**src/timer_pkg.sv**
```systemverilog
package timer_pkg;

	// Value register offset in the data plane
	localparam logic [7:0] TIMER_COUNT_OFFSET   = 8'h01;
	localparam logic [7:0] TIMER_COUNT_RESET    = 8'h00;
	localparam logic [7:0] TIMER_COUNT_TOP      = 8'hff;
	localparam logic [7:0] PRESCALE_RESET       = 8'h00;

	// Prescale select field positions
	localparam int PSC_RATIO_LSB      = 0;
	localparam int PSC_SOURCE_BIT     = 3;
	localparam int PSC_EDGE_BIT       = 4;
	localparam int PSC_CAPTURE_BIT    = 5;
	localparam int PSC_LEVEL_BIT      = 6;

	// Instruction cycle period in core clocks for the fast and slow operating modes
	localparam logic [7:0] FAST_INSTR_CYCLES = 8'h02;
	localparam logic [7:0] SLOW_INSTR_CYCLES = 8'h40;

	// Chip operating mode, gray coded along fast, slow, stop
	typedef enum logic [1:0]
	{
		MODE_FAST = 2'b00,
		MODE_SLOW = 2'b01,
		MODE_STOP = 2'b11
	} op_mode_type;

	// Prescale select register layout
	typedef struct packed
	{
		logic       reserved;
		logic       gate_level_select;
		logic       gate_capture_mode;
		logic       count_edge_select;
		logic       count_source_select;
		logic [2:0] ratio;
	} prescale_cfg_type;

	// Software write to the value register
	typedef struct packed
	{
		logic       strobe;
		logic [7:0] data;
	} byte_write_type;

endpackage : timer_pkg

```
**src/gated_eight_bit_timer.sv**
```systemverilog
module gated_eight_bit_timer
(
	input  wire logic                        core_clk,
	input  wire logic                        reset,
	input  wire timer_pkg::byte_write_type   count_write,
	input  wire logic                        prescale_write,
	input  wire logic [7:0]                  prescale_write_data,
	input  wire logic                        count_halt,
	input  wire logic                        count_wrap_irq_enable,
	input  wire logic                        count_wrap_flag_clear,
	input  wire timer_pkg::op_mode_type      op_mode,
	input  wire logic                        count_pin,
	output logic [7:0]                       timer_count_byte,
	output logic [7:0]                       prescale_readback,
	output logic                             count_wrap_flag,
	output logic                             count_wrap_irq
);
	import timer_pkg::*;

	prescale_cfg_type prescale_cfg;
	logic [7:0]       instr_div;
	logic [7:0]       instr_limit;
	logic             instr_tick;
	logic             pin_sync1;
	logic             pin_sync2;
	logic             pin_sync3;
	logic             pin_level;
	logic             ext_edge;
	logic             gate_open;
	logic             count_en;
	logic             psc_clear;
	logic             prescaled_tick;
	logic             wrap_now;

	// Instruction-cycle rate follows the oscillator feeding the chip
	always_comb
	begin
		case (op_mode)
			MODE_FAST: instr_limit = FAST_INSTR_CYCLES;
			MODE_SLOW: instr_limit = SLOW_INSTR_CYCLES;
			default:   instr_limit = 8'h00;
		endcase
	end

	// Divider for the instruction-cycle enable; stop mode parks it
	always_ff @(posedge core_clk)
	begin
		if (reset || instr_limit == 8'h00)
			instr_div <= 8'h00;
		else if (instr_div >= instr_limit - 8'h01)
			instr_div <= 8'h00;
		else
			instr_div <= instr_div + 8'h01;
	end

	assign instr_tick = (instr_limit != 8'h00) && (instr_div >= instr_limit - 8'h01);

	// Three-stage pin synchroniser
	always_ff @(posedge core_clk)
	begin
		if (reset)
		begin
			pin_sync1 <= 1'b0;
			pin_sync2 <= 1'b0;
			pin_sync3 <= 1'b0;
		end
		else
		begin
			pin_sync1 <= count_pin;
			pin_sync2 <= pin_sync1;
			pin_sync3 <= pin_sync2;
		end
	end

	// Level is taken only once per instruction cycle, so narrower pulses may be lost
	always_ff @(posedge core_clk)
	begin
		if (reset)
			pin_level <= 1'b0;
		else if (instr_tick && pin_sync2 == pin_sync3)
			pin_level <= pin_sync3;
	end

	// Edge select 0 counts rising, 1 counts falling transitions
	assign ext_edge = instr_tick && (pin_sync2 == pin_sync3) && (pin_sync3 != pin_level)
		&& (pin_sync3 != prescale_cfg.count_edge_select);

	// Capture mode gates counting on the pin level
	assign gate_open = !prescale_cfg.gate_capture_mode
		|| (pin_level != prescale_cfg.gate_level_select);

	// Halt and gate stop feeding the prescaler, so its fraction is retained
	assign count_en = !count_halt && gate_open
		&& (prescale_cfg.count_source_select ? ext_edge : instr_tick);

	assign psc_clear = prescale_write || count_write.strobe;

	tick_prescaler u_prescaler
	(
		.core_clk       (core_clk),
		.reset          (reset),
		.clear          (psc_clear),
		.count_en       (count_en),
		.ratio          (prescale_cfg.ratio),
		.prescaled_tick (prescaled_tick)
	);

	// Prescale select register
	always_ff @(posedge core_clk)
	begin
		if (reset)
			prescale_cfg <= prescale_cfg_type'(PRESCALE_RESET);
		else if (prescale_write)
			prescale_cfg <= prescale_cfg_type'(prescale_write_data);
	end

	assign prescale_readback = prescale_cfg;

	// Value register; a software load wins over a due increment
	always_ff @(posedge core_clk)
	begin
		if (reset)
			timer_count_byte <= TIMER_COUNT_RESET;
		else if (count_write.strobe)
			timer_count_byte <= count_write.data;
		else if (prescaled_tick)
			timer_count_byte <= timer_count_byte + 8'h01;
	end

	assign wrap_now = prescaled_tick && !count_write.strobe
		&& timer_count_byte == TIMER_COUNT_TOP;

	// Sticky wrap flag; a wrap in the clear cycle still sets it
	always_ff @(posedge core_clk)
	begin
		if (reset)
			count_wrap_flag <= 1'b0;
		else if (wrap_now)
			count_wrap_flag <= 1'b1;
		else if (count_wrap_flag_clear)
			count_wrap_flag <= 1'b0;
	end

	// Level request, registered from the flag and the enable; stays up until software clears the flag or the enable
	always_ff @(posedge core_clk)
	begin
		if (reset)
			count_wrap_irq <= 1'b0;
		else
			count_wrap_irq <= count_wrap_flag && count_wrap_irq_enable;
	end

	property p_load;
		@(posedge core_clk) disable iff (reset)
		count_write.strobe |=> timer_count_byte == $past(count_write.data);
	endproperty
	a_load: assert property (p_load) else $error("write did not load value");

	property p_increment;
		@(posedge core_clk) disable iff (reset)
		(prescaled_tick && !count_write.strobe)
			|=> timer_count_byte == $past(timer_count_byte) + 8'h01;
	endproperty
	a_increment: assert property (p_increment) else $error("value did not step");

	property p_wrap;
		@(posedge core_clk) disable iff (reset)
		(prescaled_tick && !count_write.strobe && timer_count_byte == 8'hff)
			|=> count_wrap_flag && timer_count_byte == 8'h00;
	endproperty
	a_wrap: assert property (p_wrap) else $error("wrap flag missed");

	property p_irq;
		@(posedge core_clk) disable iff (reset)
		count_wrap_irq |-> $past(count_wrap_flag) && $past(count_wrap_irq_enable);
	endproperty
	a_irq: assert property (p_irq) else $error("request without enabled flag");

	property p_halt;
		@(posedge core_clk) disable iff (reset)
		(count_halt && !count_write.strobe) |=> $stable(timer_count_byte);
	endproperty
	a_halt: assert property (p_halt) else $error("value moved while halted");

	property p_stop;
		@(posedge core_clk) disable iff (reset)
		(op_mode == MODE_STOP && !count_write.strobe)[*2] |=> $stable(timer_count_byte);
	endproperty
	a_stop: assert property (p_stop) else $error("value moved in stop mode");

	property p_gate;
		@(posedge core_clk) disable iff (reset)
		(prescale_cfg.gate_capture_mode && pin_level == prescale_cfg.gate_level_select)
			|-> !prescaled_tick;
	endproperty
	a_gate: assert property (p_gate) else $error("tick while gate closed");

	property p_source;
		@(posedge core_clk) disable iff (reset)
		(prescale_cfg.count_source_select && !ext_edge) |-> !prescaled_tick;
	endproperty
	a_source: assert property (p_source) else $error("tick without pin edge");

endmodule : gated_eight_bit_timer

```
**src/tick_prescaler.sv**
```systemverilog
module tick_prescaler
(
	input  wire logic       core_clk,
	input  wire logic       reset,
	input  wire logic       clear,
	input  wire logic       count_en,
	input  wire logic [2:0] ratio,
	output logic            prescaled_tick
);
	import timer_pkg::*;

	logic [7:0] psc_count;
	logic [7:0] ratio_mask;

	// Ratio 2^n: mask holds the low n bits, so ratio 0 ticks on every enable
	for (genvar i = 0; i < 8; i++)
	begin : g_mask
		assign ratio_mask[i] = (ratio > 3'(i));
	end

	// A tick falls when the masked low bits are all ones
	assign prescaled_tick = count_en && !clear && ((psc_count | ~ratio_mask) == 8'hff);

	// Counter holds its value while count_en and clear are both low, so a gated pause keeps the fraction
	always_ff @(posedge core_clk)
	begin
		if (reset || clear)
			psc_count <= 8'h00;
		else if (count_en)
			psc_count <= prescaled_tick ? 8'h00 : psc_count + 8'h01;
	end

	property p_psc_clear;
		@(posedge core_clk) disable iff (reset)
		clear |=> psc_count == 8'h00;
	endproperty
	a_psc_clear: assert property (p_psc_clear) else $error("prescaler not cleared");

	property p_psc_keep;
		@(posedge core_clk) disable iff (reset)
		(!count_en && !clear) |=> $stable(psc_count);
	endproperty
	a_psc_keep: assert property (p_psc_keep) else $error("prescaler moved while idle");

endmodule : tick_prescaler

```
**config.mk**
```make
export PLATFORM = sky130hd
export DESIGN_NAME = gated_eight_bit_timer
export DESIGN_NICKNAME = d
export VERILOG_FILES = /design/src/timer_pkg.sv /design/src/gated_eight_bit_timer.sv /design/src/tick_prescaler.sv
export SDC_FILE = /design/constraint.sdc
export NUM_CORES = 1
export LEC_CHECK = 0
export BUFFER_PORTS_ARGS = -buffer_cell sky130_fd_sc_hd__buf_2
export CAP_MARGIN = 20
export CORE_MARGIN = 2
export CORE_UTILIZATION = 48
export CTS_BUF_LIST = sky130_fd_sc_hd__clkbuf_4 sky130_fd_sc_hd__clkbuf_8 sky130_fd_sc_hd__clkbuf_16
export CTS_CLUSTER_DIAMETER = 50
export DETAILED_ROUTE_END_ITERATION = 8
export PLACE_DENSITY = 0.83
export SLEW_MARGIN = 5
export SYNTH_ARGS = -nofsm -noshare
export SYNTH_HDL_FRONTEND = slang
export SYNTH_SLANG_ARGS = --single-unit
```
**constraint.sdc**
```tcl
create_clock -name core_clk -period 2.74 [get_ports core_clk]
set_clock_uncertainty 0.2 [all_clocks]
set_input_delay 0 -clock core_clk [delete_from_list [all_inputs] [get_ports core_clk]]
set_output_delay 0 -clock core_clk [all_outputs]
set_load 0.05 [all_outputs]
```
==> Word-level counts from Yosys, hierarchy flattened <==
Index checks and enable logic that the tools add are counted.
{ "totals": {"inputBits": 26, "ff_bits": 38, "elab_cells": 69} }
{ "classes": {"bitwise": 2, "reduce_logical": 25, "n_eq_ne": 7, "addsub": 4, "n_mux": 7, "n_lt_le_gt_ge": 9} }
{ "op_table": {"columns": ["cell", "n"], "rows": [
  ["8-bit by 1-bit adder with 8-bit output (second input constant)", 3],
  ["8-bit two-way mux", 3],
  ["8-bit == test (second input constant)", 2],
  ["7-bit case mux with 2 select lines", 1],
  ["3-bit > comparator (second input constant)", 4],
  ["1-bit logical AND", 11],
  ["8-bit greater-or-equal comparator", 1],
  ["8-bit zero test", 1],
  ["8-bit inverter", 1],
  ["8-bit bitwise OR", 1],
  ["8-bit nonzero test", 1],
  ["8-bit by 1-bit subtractor with 8-bit output (second input constant)", 1],
  ["3-bit by 1-bit > comparator with 1-bit output (second input constant)", 2],
  ["3-bit by 2-bit > comparator with 1-bit output (second input constant)", 2],
  ["1-bit zero test", 4],
  ["1-bit logical OR", 4],
  ["2-bit nonzero test", 2],
  ["1-bit two-way mux", 3],
  ["1-bit inequality test", 3],
  ["2-bit by 1-bit == test with 1-bit output (second input constant)", 1],
  ["2-bit zero test", 1],
  ["2-bit OR reduction", 1],
  ["1-bit == test", 1]
]} }

==> Logic depth before layout (Yosys ltp) <==
{ "logic_depth": {"ltp_word": 15, "depth_mapped": 12} }

==> Modules after synthesis <==
From an unflattened synthesis, not the netlist that was laid out.
{ "unflattened": {"hier_cells": 203, "area_unflattened_um2": 1870.5} }
{ "by_module_without_submodules": {"columns": ["module", "seq_area_each_um2", "instances", "cells_per_inst", "area_each_um2"], "rows": [
  ["gated_eight_bit_timer", 600.6, 1, 160, 1457.6],
  ["tick_prescaler", 140.1, 1, 43, 412.9]
]} }

==> Worst setup path after synthesis <==
No wires, ideal clock.
{ "synth_path": {"path_kind": "input to register", "start": "in op_mode[1]", "end": "reg timer_count_byte[3]", "n_path_buf": 1, "path_stages": 11, "required_ns": 2.418, "slack_ns": 0.112, "arrival_ns": 2.306, "cell_sequence": "nor2_1 inv_1 ha_1 ha_1 and4_1 o211ai_1 o211a_4 nor4b_4 buf_6 a41oi_1 o311a_1"} }
{ "synth_between": {"elab_chain_cells": 13} }
{ "synth_lines": {"columns": ["item", "line", "source"], "rows": [
  ["from (decl)", "gated_eight_bit_timer.sv:11", "input wire timer_pkg::op_mode_type op_mode,"],
  ["2-bit by 1-bit == test with 1-bit output / 2-bit zero test (equally long branches)", "gated_eight_bit_timer.sv:38", "case (op_mode)"],
  ["7-bit case mux with 2 select lines *", "gated_eight_bit_timer.sv:38", null],
  ["8-bit by 1-bit subtractor with 8-bit output", "gated_eight_bit_timer.sv:56", "assign instr_tick = (instr_limit != 8'h00) && (instr_div >= instr_limit - 8'h01);"],
  ["8-bit greater-or-equal comparator", "gated_eight_bit_timer.sv:56", null],
  ["1-bit logical AND *", "gated_eight_bit_timer.sv:56", null],
  ["1-bit logical AND (2 in a row)", "gated_eight_bit_timer.sv:85", "assign ext_edge = instr_tick && (pin_sync2 == pin_sync3) && (pin_sync3 != pin_level)"],
  ["1-bit logical AND", "gated_eight_bit_timer.sv:86", "&& (pin_sync3 != prescale_cfg.count_edge_select);"],
  ["1-bit two-way mux *", "gated_eight_bit_timer.sv:94", "&& (prescale_cfg.count_source_select ? ext_edge : instr_tick);"],
  ["1-bit logical AND *", "gated_eight_bit_timer.sv:94", null],
  ["1-bit logical AND * (2 in a row)", "tick_prescaler.sv:22", "assign prescaled_tick = count_en && !clear && ((psc_count | ~ratio_mask) == 8'hff);"],
  ["2-bit nonzero test (no source line) *", null, null],
  ["to (signal assigned)", "gated_eight_bit_timer.sv:125", "timer_count_byte <= count_write.data;"],
  ["to (signal assigned)", "gated_eight_bit_timer.sv:127", "timer_count_byte <= timer_count_byte + 8'h01;"],
  ["to (decl)", "gated_eight_bit_timer.sv:13", "output logic [7:0] timer_count_byte,"]
]} }
Mark *: on every way between the ends. The rest lies on a longest branch, timed or not.
A chain may end at the register's enable or synchronous reset.

==> Worst setup path in the final report <==
{ "layout_path": {"start": "reg instr_div[7]", "end": "reg u_prescaler.psc_count[5]"} }
{ "layout_between": {"elab_chain_cells": 10} }
{ "layout_lines": {"columns": ["item", "line", "source"], "rows": [
  ["from (decl)", "gated_eight_bit_timer.sv:21", "logic [7:0] instr_div;"],
  ["from (signal assigned)", "gated_eight_bit_timer.sv:53", "instr_div <= instr_div + 8'h01;"],
  ["8-bit greater-or-equal comparator *", "gated_eight_bit_timer.sv:56", null],
  ["1-bit logical AND *", "gated_eight_bit_timer.sv:56", null],
  ["1-bit logical AND (2 in a row)", "gated_eight_bit_timer.sv:85", null],
  ["1-bit logical AND", "gated_eight_bit_timer.sv:86", null],
  ["1-bit two-way mux *", "gated_eight_bit_timer.sv:94", null],
  ["1-bit logical AND *", "gated_eight_bit_timer.sv:94", null],
  ["1-bit logical AND (2 in a row)", "tick_prescaler.sv:22", null],
  ["8-bit two-way mux", "tick_prescaler.sv:30", "psc_count <= prescaled_tick ? 8'h00 : psc_count + 8'h01;"],
  ["to (signal assigned)", "tick_prescaler.sv:30", null],
  ["to (decl)", "tick_prescaler.sv:12", "logic [7:0] psc_count;"]
]} }
Marked as above.

==> impl_metrics.yaml <==
status:
  status: "finished clean"
layout:
  layout.nets: 340
  layout.cells.non_filler: 353
  area_growth_pct: 42.6
  finish.instance_area_um2: 2720
  num_antenna_cells: 0
  fill_cells: 294
  final_cell_mix: "43 x buf_2, 41 x dlygate4sd3_1, 37 x dfxtp_1"
  layout.cells.most_common: "buf_2"
  layout-drive-gt1-share: 0.203
die:
  die_area_um2: 4500
  die_h_um: 67.1
  core_um2: 3740
  start_util: 0.510
  die_w_um: 67.1
  fp-row-count: 22
  pin_count: 44
clock_network:
  cts_resized: 0
  cts_sinks: 37
  cts_tree: "built"
  numCtsBuffers: 5
  insertion_delay_ns: 0.30
  root_buffer: "clkbuf_8"
  ctsHtreeMaxLevel: 2
  cts_buffer_depth: 2
  clkTransAtPathRegs_ns: 0.09
synthesis:
  synth-edff-count: 0
  synthCells: 213
  syn-cell-area_um2: 1910
  yosysSeqAreaShare: 0.388
  ys_seq_elements: 37
  synth_top_cell_area_share: 0.388
  yosysTopAreaCell: "dfxtp_1"
  ys_top_cells_by_area: "dfxtp_1 39%, ha_1 6.5%, nor2_1 5.9%"
  synth.distinct_cells: 48
  synth.avg_cell_area_um2: 8.97
  ys.flop_type: "dfxtp_1"
  async_flop_share: 0
  syn-num-nets: 249
  synth_warnings: 0
placed_design:
  dp_hpwl_mm: 3.03
  dpl_worst_slack_ns: 0.00373
  port_buffers: 43
  dp.cells: 304
  gp_congestion: 0.785
  dpl_cell_area_um2: 2200
critical_path:
  critPathSlowestCell: "or4b_1"
  critPathLaunchType: "register"
  critPathKind: "reg -> reg"
  worstReg2RegEnd: "u_prescaler.psc_count[5]"
  crit_fanout: 8
  crit_start: "instr_div[7]"
  max_stage_delay_ns: 0.53
  path_delay_family: "simple AND/OR/NAND/NOR gates"
  crit_buf_inv: 1
  end_kind: "register"
  r2r_setup_slack_ns: 0.27
  crit_chain: "ha_1 > and4_1 > o211ai_1 > o211a_4 > buf_4 > or4b_1 > xor2_1 > nor2_1"
  rr_worst_depth: 8
  path_depth: 8
  cp.required_ns: 2.72
  endpoint: "u_prescaler.psc_count[5]"
  r2r-start: "instr_div[7]"
  cp.arrival_ns: 2.45
timing:
  fin_ws_ns: 0.271
  finalHoldViolations: 0
  hold_slack_ns: 0.0845
  maxSlewViolCount: 0
  slew_headroom: 0.685
  period_share: 0.901
  tightest_slew_ns: 0.471
  fin_crit_ns: 2.47
  grt_setup_unrepaired: "no"
  setup_violations: 0
  totalNegativeSetupSlack_ns: 0
  timing.fmax_mhz: 405
global_routing:
  antenna_found_initial: 0
  grt.overflow.total: 0
  grt_max_degree: 24
  grt_pass1_wl_mm: 8.13
  grt_pass1_vias: 1802
  grt_usage: 0.243
power:
  p_sw_mw: 0.362
  clkPwrFrac: 0.379
  combPwrFrac: 0.174
  swShare: 0.281
  p_leak_nw: 1.18
  p_seq_frac: 0.448
  p_per_area_nw_per_um2: 473
  ir_worst_vdd_mv: 0.363
  p_int_mw: 0.927
detailed_routing:
  wl_per_cell_um: 14.0
  drc: 0
  viasPerCell: 5.28
  initialDrtViolationCount: 67
  vias: 1863
  wl_mm: 4.94
  postRouteAntennaNets: 0
  firstDrtPassIters: 4
run:
  cap_violations: 0
hold_path:
  hp-class: "in -> reg"
  hp-start: "count_halt"
power by group through the flow:
stage	clock network, mW	logic, mW	registers [mW]
after global routing	0.519	0.239	0.580
after CTS	0.489	0.219	0.576
after detailed placement	0	0.169	0.588
after global placement	0	0.165	0.587
final	0.489	0.224	0.577
after floorplan	0	0.0643	0.639
what timing repair did:
| action | 4_1_cts | 5_1_grt |
|---|---|---|
| buffers inserted | 0 | 0 |
| hold buffers | 41 | 0 |
| hold endpoints to repair | 21 | 0 |
| endpoints found under the setup margin | 0 | 0 |
worst min path at each step:
| stage | end | slack, ns | cells after the start |
|---|---|---|---|
| 3_3_place_gp | pin_sync1 | 0.006 | 2 |
| 5_1_grt | u_prescaler.psc_count[4] | 0.14 | 6 |
| 6_report | u_prescaler.psc_count[1] | 0.08 | 5 |
| 2_1_floorplan | pin_sync1 | -0.07 | 1 |
| 3_5_place_dp | pin_sync1 | 0.02 | 2 |
| 4_1_cts | u_prescaler.psc_count[1] | 0.08 | 5 |
metrics by stage:
| step | utilization | total power, mW |
|---|---|---|
| 2_1_floorplan | - | 0.703 |
| 3_3_place_gp | 0.587 | 0.752 |
| 3_5_place_dp | 0.587 | 0.757 |
| 4_1_cts | 0.728 | 1.28 |
| 5_1_grt | 0.728 | 1.34 |
| 6_report | 0.728 | 1.29 |
Yosys cell counts, drive strengths merged, types with 2 or more instances:
cell type	count
a31oi	2
mux2i	11
xor2	5
ha	10
clkbuf	3
nor2b	5
o311ai	2
nor2	30
nor3	3
nand3	6
xnor2	8
nand2	14
inv	8
a211oi	2
nand2b	6
o21ai	7
or3	3
o21a	2
buf	3
nand4	2
o211ai	3
a21oi	8
a21o	2
o311a	2
a32oi	2
nor4b	3
nor4	2
and4	2
dfxtp	37
and3	7
cell type report:
type,instances,area (µm²),area share
Multi-Input combinational cell,161,1100,0.405
Inverter,9,33.8,0.0124
Timing Repair Buffer,90,671,0.246
Clock buffer,5,68.8,0.0253
Tap cell,48,60.1,0.0220
Clock inverter,3,46.3,0.0170
Sequential cell,37,741,0.272
layer usage:
layer  track usage  part of all wire
met3        0.0507             0.045
met2         0.433              0.51
met4        0.0740             0.014
met5             0                 0
met1         0.289              0.43
worst reg2reg max path, delay by kind of cell, from the launching register on:
family / cells / cell delay, ns
flops: 1 / 0.33
fa+ha+maj: 1 / 0.32
xor+xnor: 1 / 0.14
simple gates: 3 / 0.78
compound gates: 2 / 0.42
buf+inv: 1 / 0.16
logic make-up after synthesis:
group                    share of synthesized area
AND/OR/NAND/NOR                              0.259
AO/OA/AOI/OAI                                0.136
flip-flops                                   0.388
buffers and inverters                       0.0347
XOR/XNOR                                    0.0596
multiplexers                                0.0576
adder cells (fa/ha/maj)                     0.0655
flip-flops by register name (all words and copies together) (netlist names):
name and flops:
instr_div 8, prescale_readback 8, timer_count_byte 8, u_prescaler.psc_count 7, count_wrap_flag 1, count_wrap_irq 1
pin_level 1, pin_sync1 1, pin_sync2 1, pin_sync3 1
(Power assumes the default switching activity.)
